`config.mk`:
```
export PLATFORM = sky130hd
export DESIGN_NAME = pps_top
export DESIGN_NICKNAME = d
export VERILOG_FILES = /design/src/pps_pkg.sv /design/src/pps_top.sv
export SDC_FILE = /design/constraint.sdc
export NUM_CORES = 1
export LEC_CHECK = 0
export BUFFER_PORTS_ARGS = -buffer_cell sky130_fd_sc_hd__buf_4
export CORE_MARGIN = 4
export CORE_UTILIZATION = 45
export CTS_CLUSTER_DIAMETER = 50
export DETAILED_ROUTE_END_ITERATION = 16
export PLACE_DENSITY = 0.63
export SLEW_MARGIN = 10
export SYNTH_ARGS = -nofsm -noshare
export SYNTH_HDL_FRONTEND = slang
export SYNTH_SLANG_ARGS = --single-unit
```
`constraint.sdc`:
```
create_clock -name ref_clk_i -period 8.5 [get_ports ref_clk_i]
set_input_delay 2.125 -clock ref_clk_i [delete_from_list [all_inputs] [get_ports ref_clk_i]]
set_output_delay 2.125 -clock ref_clk_i [all_outputs]
set_load 0.05 [all_outputs]
```
`src/pps_pkg.sv`:
```
/*
  Shared constants and carrier types for the PCI port setup and
  concurrent read block. Assumes a single 100 MHz system clock.
*/
`default_nettype none
package pps_pkg;

  // ----------------------------------------------------------------
  // register map (byte addresses)
  // ----------------------------------------------------------------
  localparam logic [7:0] RST_CSR_OFS   = 8'h00;
  localparam logic [7:0] P1_CSR_OFS    = 8'h04;
  localparam logic [7:0] P2_CSR_OFS    = 8'h08;
  localparam logic [7:0] ARB_CTRL_OFS  = 8'h0C;
  localparam logic [7:0] READ_STAT_OFS = 8'h10;

  // ----------------------------------------------------------------
  // field positions and reset values
  // ----------------------------------------------------------------
  localparam int PRI_BIT      = 0;
  localparam int R64_BIT      = 1;
  localparam int NARROW_BIT   = 2;
  localparam int FAST1_BIT    = 3;
  localparam int FAST2_BIT    = 4;
  localparam int CAPABLE_BIT  = 21;
  localparam int HI2_POS      = 8;
  localparam int SHARED_POS   = 16;
  localparam int PARK_POS     = 20;
  localparam logic [31:0] ARB_CTRL_RST = 32'h0000_0000;

  // ----------------------------------------------------------------
  // sizes
  // ----------------------------------------------------------------
  localparam int OWN_REQ  = 4;
  localparam int SH_REQ   = 3;
  localparam int ALL_REQ  = OWN_REQ + SH_REQ;
  localparam int SLOTS    = 2;
  localparam int DIRS     = 2;
  localparam logic [1:0] HTRANS_NONSEQ = 2'h2;

  // ----------------------------------------------------------------
  // carriers
  // ----------------------------------------------------------------
  typedef struct packed {
    logic        valid;
    logic [31:0] addr;
    logic [2:0]  master;
  } pps_rd_req_t;

  typedef struct packed {
    logic        done;
    logic        retry;
    logic [31:0] data;
  } pps_rd_rsp_t;

  typedef struct packed {
    logic        valid;
    logic        slot;
    logic [31:0] addr;
  } pps_fetch_t;

  typedef struct packed {
    logic        valid;
    logic        slot;
    logic [31:0] data;
  } pps_fill_t;

  typedef struct packed {
    logic hot_swap;
    logic msg_unit;
    logic vpd;
  } pps_feat_t;

endpackage
`default_nettype wire

```
`src/pps_top.sv`:
```
/*
  PCI port setup: power-up option capture, primary port choice, port 1
  width handling, two PCI arbiters and the concurrent read tracker,
  with an AHB-Lite register slave. Assumes PCI pins and PCI clocks are
  asynchronous to ref_clk_i and that read/fill ports come from logic
  on ref_clk_i.
*/
`timescale 1ns/1ps
`default_nettype none

module pps_top
  import pps_pkg::*;
#(
  parameter bit SINGLE_PORT = 1'b0
) (
  // clock and reset
  input  wire logic                  ref_clk_i,
  input  wire logic                  arst_n_i,
  // ahb-lite slave
  input  wire logic                  hsel_i,
  input  wire logic [7:0]            haddr_i,
  input  wire logic [1:0]            htrans_i,
  input  wire logic                  hwrite_i,
  input  wire logic [2:0]            hsize_i,
  input  wire logic [31:0]           hwdata_i,
  input  wire logic                  hready_i,
  output logic                       hreadyout_o,
  output logic                       hresp_o,
  output logic [31:0]                hrdata_o,
  // power-up straps and pins
  input  wire logic                  primary_select_strap_i,
  input  wire logic                  port1_wide_request_strap_i,
  input  wire logic                  hot_swap_strap_i,
  input  wire logic                  port1_fast_clock_enable_i,
  input  wire logic                  port2_fast_clock_enable_i,
  input  wire logic                  port1_wide_enable_n_i,
  input  wire logic                  port1_bus_rst_n_i,
  // port 1 wide request pin
  input  wire logic                  port1_wide_request_n_i,
  output logic                       port1_wide_request_n_o,
  output logic                       port1_wide_request_n_oe,
  output logic                       port1_upper_drive_low_o,
  output logic                       port1_narrow_o,
  // port status
  output logic [1:0]                 port_fast_o,
  output pps_feat_t [1:0]            port_feat_o,
  // pci clocks and arbiters
  input  wire logic [1:0]            pci_clk_i,
  input  wire logic [1:0][ALL_REQ-1:0] pci_req_n_i,
  output logic [1:0][ALL_REQ-1:0]    pci_gnt_n_o,
  // concurrent reads, per direction
  input  wire pps_rd_req_t [DIRS-1:0] rd_req_i,
  output pps_rd_rsp_t [DIRS-1:0]     rd_rsp_o,
  output pps_fetch_t [DIRS-1:0]      fetch_o,
  input  wire pps_fill_t [DIRS-1:0]  fill_i
);

  // ----------------------------------------------------------------
  // pin synchronisers
  // ----------------------------------------------------------------
  localparam int NSYNC = 10;
  localparam logic [NSYNC-1:0] SYNC_IDLE = 10'h0E0; // pins at idle level: no false edge after reset
  logic [NSYNC-1:0] pin_meta_reg;
  logic [NSYNC-1:0] pin_sync_reg;
  wire  [NSYNC-1:0] pin_raw = {pci_clk_i, port1_wide_request_n_i,
    port1_bus_rst_n_i, port1_wide_enable_n_i, port2_fast_clock_enable_i,
    port1_fast_clock_enable_i, hot_swap_strap_i,
    port1_wide_request_strap_i, primary_select_strap_i};

  always_ff @(posedge ref_clk_i or negedge arst_n_i) begin
    if (!arst_n_i) begin
      pin_meta_reg <= SYNC_IDLE;
      pin_sync_reg <= SYNC_IDLE;
    end else begin
      pin_meta_reg <= pin_raw;
      pin_sync_reg <= pin_meta_reg;
    end
  end

  wire s_pri     = pin_sync_reg[0];
  wire s_r64     = pin_sync_reg[1];
  wire s_hs      = pin_sync_reg[2];
  wire s_fast1   = pin_sync_reg[3];
  wire s_fast2   = pin_sync_reg[4];
  wire s_en_n    = pin_sync_reg[5];
  wire s_rst_n   = pin_sync_reg[6];
  wire s_req64_n = pin_sync_reg[7];
  wire [1:0] s_pclk = pin_sync_reg[8 +: 2];

  // ----------------------------------------------------------------
  // power-up option capture
  // ----------------------------------------------------------------
  // taken on the third clock after reset release, then frozen
  logic [2:0] cfg_wait_reg;
  logic       cfg_done_reg;
  logic       pri_reg;
  logic       r64_reg;
  logic       hs_reg;
  logic [1:0] fast_reg;

  always_ff @(posedge ref_clk_i or negedge arst_n_i) begin
    if (!arst_n_i) begin
      cfg_wait_reg <= '0;
      cfg_done_reg <= 1'b0;
      pri_reg      <= 1'b0;
      r64_reg      <= 1'b0;
      hs_reg       <= 1'b0;
      fast_reg     <= '0;
    end else if (!cfg_done_reg) begin
      cfg_wait_reg <= cfg_wait_reg + 3'h1;
      if (cfg_wait_reg == 3'h2) begin
        cfg_done_reg <= 1'b1;
        pri_reg      <= SINGLE_PORT ? 1'b0 : s_pri;
        r64_reg      <= s_r64;
        hs_reg       <= s_hs;
        fast_reg     <= {s_fast2, s_fast1};
      end
    end
  end

  // ----------------------------------------------------------------
  // port 1 width
  // ----------------------------------------------------------------
  logic rst_seen_reg;
  logic req_smp_reg;
  logic narrow_reg;
  logic req_oe_reg;
  logic upper_low_reg;
  logic [1:0] fast_out_reg;
  pps_feat_t [1:0] feat_reg;

  wire  rst_rise   = s_rst_n & ~rst_seen_reg;
  // enable pin low with strap: device itself announces 64 bits
  wire  drive_req  = r64_reg & ~s_en_n & ~s_rst_n & cfg_done_reg;
  wire  narrow_nxt = hs_reg ? s_en_n : (req_smp_reg & s_en_n);

  always_ff @(posedge ref_clk_i or negedge arst_n_i) begin
    if (!arst_n_i) begin
      rst_seen_reg <= 1'b1;
      req_smp_reg  <= 1'b1;
    end else begin
      rst_seen_reg <= s_rst_n;
      if (rst_rise) begin
        req_smp_reg <= s_req64_n;
      end
    end
  end

  always_ff @(posedge ref_clk_i or negedge arst_n_i) begin
    if (!arst_n_i) begin
      narrow_reg    <= 1'b0;
      req_oe_reg    <= 1'b0;
      upper_low_reg <= 1'b0;
      fast_out_reg  <= '0;
      feat_reg      <= '0;
    end else begin
      narrow_reg    <= narrow_nxt;
      upper_low_reg <= narrow_nxt & s_rst_n & cfg_done_reg;
      req_oe_reg    <= drive_req | (narrow_nxt & s_rst_n & cfg_done_reg);
      fast_out_reg  <= fast_reg;
      feat_reg[0]   <= {3{cfg_done_reg & ~pri_reg}};
      feat_reg[1]   <= {3{cfg_done_reg & pri_reg & ~SINGLE_PORT}};
    end
  end

  assign port1_wide_request_n_o  = 1'b0;
  assign port1_wide_request_n_oe = req_oe_reg;
  assign port1_upper_drive_low_o = upper_low_reg;
  assign port1_narrow_o          = narrow_reg;
  assign port_fast_o             = fast_out_reg;
  assign port_feat_o             = feat_reg;

  // ----------------------------------------------------------------
  // ahb-lite register slave
  // ----------------------------------------------------------------
  logic [31:0] arb_ctrl_reg;
  logic        wr_pend_reg;
  logic [7:0]  wr_addr_reg;
  logic [31:0] rdata_reg;
  logic        hready_reg;
  logic [7:0]  rd_stat;

  wire addr_ok = hsel_i & hready_i & (htrans_i == HTRANS_NONSEQ);
  wire [31:0] rst_csr = {27'h0, fast_reg[1], fast_reg[0], narrow_reg,
                         r64_reg, pri_reg};
  wire [31:0] cap_csr = 32'h1 << CAPABLE_BIT;
  wire [31:0] rd_mux  =
    (haddr_i == RST_CSR_OFS)   ? rst_csr :
    (haddr_i == P1_CSR_OFS)    ? cap_csr :
    (haddr_i == P2_CSR_OFS)    ? (SINGLE_PORT ? 32'h0 : cap_csr) :
    (haddr_i == ARB_CTRL_OFS)  ? arb_ctrl_reg :
    (haddr_i == READ_STAT_OFS) ? {24'h0, rd_stat} : 32'h0;

  always_ff @(posedge ref_clk_i or negedge arst_n_i) begin
    if (!arst_n_i) begin
      wr_pend_reg <= 1'b0;
      wr_addr_reg <= '0;
      rdata_reg   <= '0;
      hready_reg  <= 1'b1;
    end else begin
      wr_pend_reg <= addr_ok & hwrite_i;
      wr_addr_reg <= haddr_i;
      rdata_reg   <= (addr_ok & ~hwrite_i) ? rd_mux : 32'h0;
      hready_reg  <= 1'b1;
    end
  end

  always_ff @(posedge ref_clk_i or negedge arst_n_i) begin
    if (!arst_n_i) begin
      arb_ctrl_reg <= ARB_CTRL_RST;
    end else if (wr_pend_reg && wr_addr_reg == ARB_CTRL_OFS) begin
      arb_ctrl_reg <= hwdata_i;
    end
  end

  assign hreadyout_o = hready_reg;
  assign hresp_o     = 1'b0;
  assign hrdata_o    = rdata_reg;

  // ----------------------------------------------------------------
  // pci arbiters, stepped on sampled pci clock edges
  // ----------------------------------------------------------------
  function automatic logic [ALL_REQ-1:0] rr_pick(
    input logic [ALL_REQ-1:0] req,
    input logic [2:0]         last
  );
    logic [ALL_REQ-1:0] g;
    int unsigned        idx;
    g = '0;
    for (int k = ALL_REQ; k >= 1; k--) begin
      idx = (32'(last) + k) % ALL_REQ;
      if (req[idx]) begin
        g = '0;
        g[idx] = 1'b1;
      end
    end
    return g;
  endfunction

  function automatic logic [2:0] enc(input logic [ALL_REQ-1:0] g);
    logic [2:0] e;
    e = '0;
    for (int k = 0; k < ALL_REQ; k++) begin
      if (g[k]) begin
        e = 3'(k);
      end
    end
    return e;
  endfunction

  logic [1:0] pclk_d_reg;
  logic [1:0][ALL_REQ-1:0] req_m_reg;
  logic [1:0][ALL_REQ-1:0] req_s_reg;
  logic [1:0][ALL_REQ-1:0] gnt_reg;
  logic [1:0][2:0]         last_reg;

  always_ff @(posedge ref_clk_i or negedge arst_n_i) begin
    if (!arst_n_i) begin
      pclk_d_reg <= '0;
      req_m_reg  <= '0;
      req_s_reg  <= '0;
    end else begin
      pclk_d_reg <= s_pclk;
      req_m_reg  <= ~pci_req_n_i;
      req_s_reg  <= req_m_reg;
    end
  end

  genvar p;
  generate
    for (p = 0; p < 2; p++) begin : g_arb
      wire [SH_REQ-1:0] sh_own = p ? arb_ctrl_reg[SHARED_POS +: SH_REQ]
                                   : ~arb_ctrl_reg[SHARED_POS +: SH_REQ];
      wire [ALL_REQ-1:0] elig  = req_s_reg[p] & {sh_own, {OWN_REQ{1'b1}}};
      wire [ALL_REQ-1:0] hi    = elig & arb_ctrl_reg[p*HI2_POS +: ALL_REQ];
      wire [ALL_REQ-1:0] pick  = (|hi) ? rr_pick(hi, last_reg[p])
                                       : rr_pick(elig, last_reg[p]);
      wire               park_fixed = arb_ctrl_reg[PARK_POS + p];
      wire [ALL_REQ-1:0] idle  = park_fixed ? ALL_REQ'(1) : gnt_reg[p];
      wire               edge_p = s_pclk[p] & ~pclk_d_reg[p];
      wire               live  = (p == 0) | ~SINGLE_PORT;

      always_ff @(posedge ref_clk_i or negedge arst_n_i) begin
        if (!arst_n_i) begin
          gnt_reg[p]  <= '0;
          last_reg[p] <= '0;
        end else if (edge_p && live && cfg_done_reg) begin
          gnt_reg[p] <= (|elig) ? pick : idle;
          if (|elig) begin
            last_reg[p] <= enc(pick);
          end
        end
      end
      assign pci_gnt_n_o[p] = ~gnt_reg[p];
    end
  endgenerate

  // ----------------------------------------------------------------
  // concurrent read tracker, two slots per direction
  // ----------------------------------------------------------------
  // config reads from the host use the same slots as plain reads: the
  // cycle type travels with the fetch address on the far side
  genvar d;
  generate
    for (d = 0; d < DIRS; d++) begin : g_rd
      logic [SLOTS-1:0]       busy_reg;
      logic [SLOTS-1:0]       ready_reg;
      logic [SLOTS-1:0][31:0] addr_reg;
      logic [SLOTS-1:0][2:0]  mst_reg;
      logic [SLOTS-1:0][31:0] data_reg;
      pps_rd_rsp_t            rsp_reg;
      pps_fetch_t             fetch_reg;

      wire pps_rd_req_t q = rd_req_i[d];
      wire pps_fill_t   f = fill_i[d];
      wire hit0 = busy_reg[0] & (addr_reg[0] == q.addr) & (mst_reg[0] == q.master);
      wire hit1 = busy_reg[1] & (addr_reg[1] == q.addr) & (mst_reg[1] == q.master);
      wire hs   = hit1;
      wire hit  = hit0 | hit1;
      wire fs   = busy_reg[0];
      wire free = ~&busy_reg;

      always_ff @(posedge ref_clk_i or negedge arst_n_i) begin
        if (!arst_n_i) begin
          busy_reg  <= '0;
          ready_reg <= '0;
          addr_reg  <= '0;
          mst_reg   <= '0;
          data_reg  <= '0;
          rsp_reg   <= '0;
          fetch_reg <= '0;
        end else begin
          rsp_reg   <= '0;
          fetch_reg <= '0;
          if (f.valid && busy_reg[f.slot]) begin
            ready_reg[f.slot] <= 1'b1;
            data_reg[f.slot]  <= f.data;
          end
          if (q.valid) begin
            if (hit && ready_reg[hs]) begin
              rsp_reg.done  <= 1'b1;
              rsp_reg.data  <= data_reg[hs];
              busy_reg[hs]  <= 1'b0;
              ready_reg[hs] <= 1'b0;
            end else if (hit) begin
              rsp_reg.retry <= 1'b1;
            end else if (free) begin
              rsp_reg.retry   <= 1'b1;
              busy_reg[fs]    <= 1'b1;
              addr_reg[fs]    <= q.addr;
              mst_reg[fs]     <= q.master;
              fetch_reg.valid <= 1'b1;
              fetch_reg.slot  <= fs;
              fetch_reg.addr  <= q.addr;
            end else begin
              rsp_reg.retry <= 1'b1;
            end
          end
        end
      end

      assign rd_rsp_o[d]         = rsp_reg;
      assign fetch_o[d]          = fetch_reg;
      assign rd_stat[d*2 +: 2]   = busy_reg;
      assign rd_stat[4+d*2 +: 2] = ready_reg;
    end
  endgenerate

endmodule
`default_nettype wire

```
==> results of run 1 <==
==> routing by layer <==
metal	wire length (um)	track usage, %	vias up
met2	52200	46.6	1060
met5	40	0	-
met3	8030	5.96	189
li1	-	-	12102
met4	2970	7.87	4
met1	44500	37.1	13513
==> final cells by class <==
type / instances / area (um2) / share of cell area [%]
diodes: 2 / 5.00 / 0.0130
inverters: 103 / 387 / 1.00
clock buffers: 93 / 2060 / 5.35
clock inverters: 43 / 652 / 1.69
well taps: 940 / 1180 / 3.05
repair buffers: 464 / 3530 / 9.15
flip-flops and latches: 573 / 14400 / 37.2
multi-input cells: 2259 / 16400 / 42.5
==> placed cells by master, fill, tap and decap left out, types with 44 or more instances in the layout <==
cell / synthesis / layout
dfrtp_1: 565 / 563
buf_4: 9 / 460
mux2_2: 315 / 315
nand2_1: 259 / 258
nor2_1: 165 / 163
a21oi_1: 146 / 144
xnor2_1: 132 / 132
o21ai_0: 104 / 104
inv_1: 98 / 98
and2_1: 97 / 97
mux2i_1: 79 / 79
clkbuf_16: 0 / 74
nand3_1: 74 / 72
nor3_1: 63 / 61
nand4_1: 59 / 59
nand2b_1: 52 / 52
ha_1: 51 / 51
and3_1: 44 / 44
==> worst max-delay path by stage <==
stage | cells after the start | slack, ns | to | from
4_1_cts | 20 | 1.93 | last_reg[3] | last_reg[4]
5_1_grt | 20 | 1.44 | last_reg[3] | last_reg[4]
3_3_place_gp | 18 | 2.12 | last_reg[0] | last_reg[1]
2_1_floorplan | 25 | 2.03 | last_reg[1] | last_reg[0]
6_report | 20 | 1.73 | last_reg[3] | last_reg[4]
3_5_place_dp | 20 | 1.94 | last_reg[3] | last_reg[4]
==> metrics by stage <==
step           instance area (um2)  std cells  hold slack [ns]  total power, uW  utilization (%)
3_5_place_dp                 35800       4339            0.335            14600             51.1
3_3_place_gp                 35800       4339            0.334            14500             51.1
2_1_floorplan                31900       3118            0.331            11200                -
6_report                     38600       4477            0.320            18200             55.0
4_1_cts                      38600       4475            0.316            18000             55.0
5_1_grt                      38600       4475            0.320            19300             55.0
==> cells by family after synthesis <==
| kind of cell | after synthesis | share of synthesized area [%] |
|---|---|---|
| compound gates | 682 | 15.4 |
| mux | 398 | 13.8 |
| flops | 573 | 45.0 |
| buf+inv | 286 | 3.63 |
| fa+ha+maj | 53 | 2.13 |
| xor+xnor | 162 | 4.48 |
| simple gates | 961 | 15.4 |
| other cells | 2 | 0.0236 |
==> power by group <==
part	switching [uW]	internal, uW
Clock	1320	2000
Combinational	7490	4030
Sequential	275	3130
Total	9080	9150
==> critical path, delay by kind of cell (launching register included) <==
family | cells | cell delay [ns]
buf+inv | 3 | 0.62
xor+xnor | 2 | 0.70
simple gates | 1 | 1.03
flops | 1 | 0.46
compound gates | 10 | 2.63
fa+ha+maj | 4 | 1.17
==> results.json, run 1 <==
{
  "cts_tree": "yes",
  "cpMaxStageDelayCell": "nor3_1",
  "rrSetupSlack_ns": 1.73,
  "ys_seq_area_share_pct": 45.0,
  "min_path_cells": 0,
  "hpwl_um": 79800,
  "skew_ns": 0.0386,
  "yosys_warnings": 0,
  "die_w_um": 274,
  "grt_overflow": 0,
  "htree_num_levels": 3,
  "setup_viol": 0,
  "worstSetupPathType": "flip-flop to flip-flop",
  "r2r_end": "last_reg[3]",
  "yosysTopAreaCell": "dfrtp_1",
  "worst_pin_slew_ns": 1.27,
  "p_leak_uw": 0.0172,
  "start_util_pct": 45.4,
  "synth-seq-cells": 573,
  "synth-edff-count": 0,
  "ys_types": 106,
  "hp-start": "pin_meta_reg[3]",
  "ctsHoldBuffers": 0,
  "rows": 97,
  "tns_ns": 0,
  "crit_fanout": 10,
  "max_freq_ghz": 0.148,
  "ir_drop_mv": 0.319,
  "reg2reg_depth": 20,
  "cp_common_cell": "ha_1",
  "grtUsageTotal_pct": 28.0,
  "status": "finished, final reports clean",
  "finalMaxSlewViolations": 0,
  "max_stage_delay_ns": 1.03,
  "r2r_start": "last_reg[4]",
  "drcViolationCount": 0,
  "cp-end-kind": "flip-flop",
  "min_to": "pin_sync_reg[3]",
  "ant_nets": 0,
  "synth.area.top_cells": "dfrtp_1, mux2_2, xnor2_1",
  "clock-sinks": 573,
  "rsz0062_at_grt": "false",
  "period_needed_ns": 6.77,
  "avgSynthCellArea_um2": 10.2,
  "routabilityCongestion": 1.00,
  "cts.clk_slew.worst_paths_ns": 0.06,
  "cp_cell_sequence": "inv_1, ha_1, xor2_1, inv_1, ha_1, ha_1, a21o_1, xnor2_1, ha_1, inv_1, a2111oi_4, nor3_1, o221ai_1, o211ai_2, o311a_1, o221ai_1, a221oi_1, a41oi_1, a311oi_1, o31ai_1",
  "cap_violations": 0,
  "cellPowerDensity_nw_per_um2": 473,
  "hold_class": "flip-flop to flip-flop",
  "hold_violations": 0,
  "wl_per_cell_um": 24.1,
  "first_pass_iters": 6,
  "cts_resized": 0,
  "grt_pass1_vias": 26660,
  "dr_total_vias": 26868,
  "grt_pass1_wl_um": 164000,
  "io_buffers": 403,
  "io_pins": 410,
  "die_y_um": 274,
  "synth_common_cells": "dfrtp_1, mux2_2, nand2_1",
  "grt_max_degree": 164,
  "nets": 3742,
  "clockRootBuffer": "clkbuf_16",
  "fin_crit_sh_pct": 79.7,
  "crit_path_start_kind": "flip-flop",
  "routed_wl_um": 108000,
  "async_reset_ff_share_pct": 100,
  "num-fill-cells": 6212,
  "core_um2": 70100,
  "critical_path_required_ns": 8.97,
  "synth_top_area_share_pct": 44.4,
  "post_cts_buffers": 0,
  "drtIter0Drc": 2344,
  "die-area_um2": 75100,
  "ys.flop_type": "dfrtp_1",
  "drive_gt1_share_pct": 27.9,
  "yosysMostFrequentCell": "dfrtp_1",
  "arrival_ns": 7.24,
  "synthToLayoutAreaGrowth_pct": 21.1,
  "insertion_delay_ns": 0.64,
  "fin_ws_ns": 1.73,
  "drt-vias-per-instance": 6.00,
  "dp_worst_setup_slack_ns": 1.94,
  "clockBufferDepth": 3,
  "cts_buffers": 74,
  "synth_area_um2": 31900,
  "antenna_found_initial": 4,
  "syn_inst": 3117,
  "maxSlewHeadroom_pct": 14.8
}
Note: power is estimated with default switching activity, not from simulation.
==> inputs of run 2 (changes only) <==
==> constraint.sdc (replaced) <==
create_clock -name ref_clk_i -period 7 [get_ports ref_clk_i]
set_input_delay 1.75 -clock ref_clk_i [delete_from_list [all_inputs] [get_ports ref_clk_i]]
set_output_delay 1.75 -clock ref_clk_i [all_outputs]
set_load 0.05 [all_outputs]
==> run 2 against run 1 <==
Compared with the run above:
- first-iteration DRC count decreased by 5.8%
- combinational power rose by 28%
- count of clock-buffer cells in the layout decreased by 1
- critical path depth down 1
- sequential share of layout area about the same
- clock skew down 0.0035 ns
- hold slack better by 0.013 ns
- total power up 23%
- sequential cell count unchanged
- utilization is essentially flat
- maximum frequency increased by 8.2%
- largest cell class unchanged
==> results.json, run 2 (synthesized netlist as in run 1, its figures left out) <==
{
  "crit_path_start_kind": "flip-flop",
  "startpoint": "last_reg[3]",
  "tns_ns": 0,
  "grtUsageTotal_pct": 28.3,
  "drtIter0Drc": 2208,
  "placed_cells": 4391,
  "wl_per_cell_um": 24.0,
  "mostFrequentLayoutCells": "dfrtp_1, buf_4, mux2_2",
  "critical_path_required_ns": 7.41,
  "grt_pass1_wl_um": 165000,
  "drive_gt1_share_pct": 28.4,
  "clockBufferDepth": 3,
  "io_buffers": 403,
  "cts_buffers": 69,
  "arrival_ns": 6.67,
  "hp-start": "req_m_reg[13]",
  "status": "finished, final reports clean",
  "cellPowerDensity_nw_per_um2": 582,
  "cp-end-kind": "flip-flop",
  "maxSlewHeadroom_pct": 27.0,
  "skew_ns": 0.0351,
  "die-area_um2": 75100,
  "ctsHoldBuffers": 0,
  "first_pass_iters": 7,
  "cap_violations": 0,
  "crit_fanout": 16,
  "grt_overflow": 0,
  "hpwl_um": 80500,
  "max_stage_delay_ns": 0.76,
  "die_w_um": 274,
  "cp_cell_sequence": "inv_1, ha_1, ha_1, ha_1, inv_1, and4_1, or3_1, ha_1, a32oi_2, mux2i_2, mux2_2, a31oi_1, a21oi_2, buf_4, a31oi_1, a211oi_1, o311ai_0, buf_4, a41oi_1",
  "setup_viol": 0,
  "finalMaxSlewViolations": 0,
  "max_freq_ghz": 0.160,
  "rsz0062_at_grt": "false",
  "ir_drop_mv": 0.367,
  "antenna_found_initial": 8,
  "p_leak_uw": 0.0173,
  "start_util_pct": 45.4,
  "dr_total_vias": 26782,
  "grt_pass1_vias": 27124,
  "post_cts_buffers": 0,
  "drcViolationCount": 0,
  "fin_crit_sh_pct": 89.4,
  "nets": 3789,
  "hold_class": "flip-flop to flip-flop",
  "r2r_start": "last_reg[3]",
  "rows": 97,
  "cts_tree": "yes",
  "htree_num_levels": 3,
  "num-fill-cells": 6233,
  "clock-sinks": 573,
  "io_pins": 410,
  "period_needed_ns": 6.26,
  "synthToLayoutAreaGrowth_pct": 21.1,
  "cpMaxStageDelayCell": "ha_1",
  "cts_resized": 0,
  "clockRootBuffer": "clkbuf_16",
  "final_common_cell": "dfrtp_1",
  "routabilityCongestion": 0.989,
  "drt-vias-per-instance": 5.93,
  "routed_wl_um": 108000,
  "worstSetupPathType": "flip-flop to flip-flop",
  "core_um2": 70100,
  "worst_pin_slew_ns": 1.09,
  "grt_max_degree": 168,
  "hold_violations": 0,
  "cp_common_cell": "ha_1",
  "final_cell_count_no_fill": 4520,
  "die_y_um": 274,
  "fin_hold_ws_ns": 0.333,
  "insertion_delay_ns": 0.62,
  "cts.clk_slew.worst_paths_ns": 0.06,
  "ant_nets": 0
}
-- run 2: cell types whose count changed in the layout (fill, tap and decap cells not counted), moves of 3 or more --
cell | previous run | this run
buf_4 | 460 | 511
clkbuf_1 | 5 | 14
clkbuf_8 | 14 | 8
clkinv_4 | 5 | 0
clkbuf_16 | 74 | 70
clkinv_2 | 6 | 10
bufinv_16 | 7 | 4
inv_8 | 6 | 3
-- run 2: worst paths after layout --
check / cells after the start / slack (ns) / endpoint
worst max-delay path: 19 / 0.74 / last_reg[4]
worst min-delay path: 0 / 0.33 / req_s_reg[13]
worst max register to register: 19 / 0.74 / last_reg[4]
worst min register to register: 0 / 0.33 / req_s_reg[13]
max in group asynchronous: 2 / 4.42 / last_reg[0]
min in group asynchronous: 1 / 1.14 / g_rd[1].data_reg[48]
-- run 2: final cells by class --
| cell class | instances | area [um2] | share of cell area, % |
|---|---|---|---|
| timing repair buffer | 516 | 3930 | 10.2 |
| antenna | 4 | 10.0 | 0.0259 |
| tap | 940 | 1180 | 3.05 |
| clock inverter | 33 | 430 | 1.12 |
| clock buffer | 92 | 1910 | 4.96 |
| sequential | 573 | 14400 | 37.2 |
| multi-input combinational | 2259 | 16400 | 42.5 |
| inverter | 103 | 387 | 1.00 |
-- run 2: routing by layer --
layer  global-route usage, %  up-vias  share of wire [%]
met5                       0        -              0.048
met4                    8.11        8                3.0
met3                    6.62      201                7.6
met2                    47.2      947                 48
met1                    37.0    13437                 41
li1                        -    12189                  -
-- run 2: critical path, delay by kind of cell, from the launching register on --
| kind | cells | cell delay (ns) |
|---|---|---|
| multiplexers | 2 | 0.67 |
| AO/OA/AOI/OAI | 7 | 1.83 |
| adder cells (fa/ha/maj) | 4 | 1.67 |
| AND/OR/NAND/NOR | 2 | 0.68 |
| flip-flops | 1 | 0.56 |
| buffers and inverters | 4 | 0.61 |
-- run 2: per-stage QoR --
stage | utilization, % | instance area (um2) | worst slack (ns) | power [uW]
CTS | 55.0 | 38600 | 0.837 | 22200
global route | 55.0 | 38600 | 0.351 | 23700
finish | 55.0 | 38600 | 0.739 | 22400
detailed placement | 51.6 | 36200 | 0.888 | 18400
floorplan | - | 31900 | 0.534 | 13600
global placement | 51.6 | 36200 | 0.954 | 18300
-- run 2: where the power goes --
group	internal, uW	switching (uW)	total (uW)
Sequential	3800	369	4170
Clock	2120	1480	3600
Combinational	5450	9230	14700
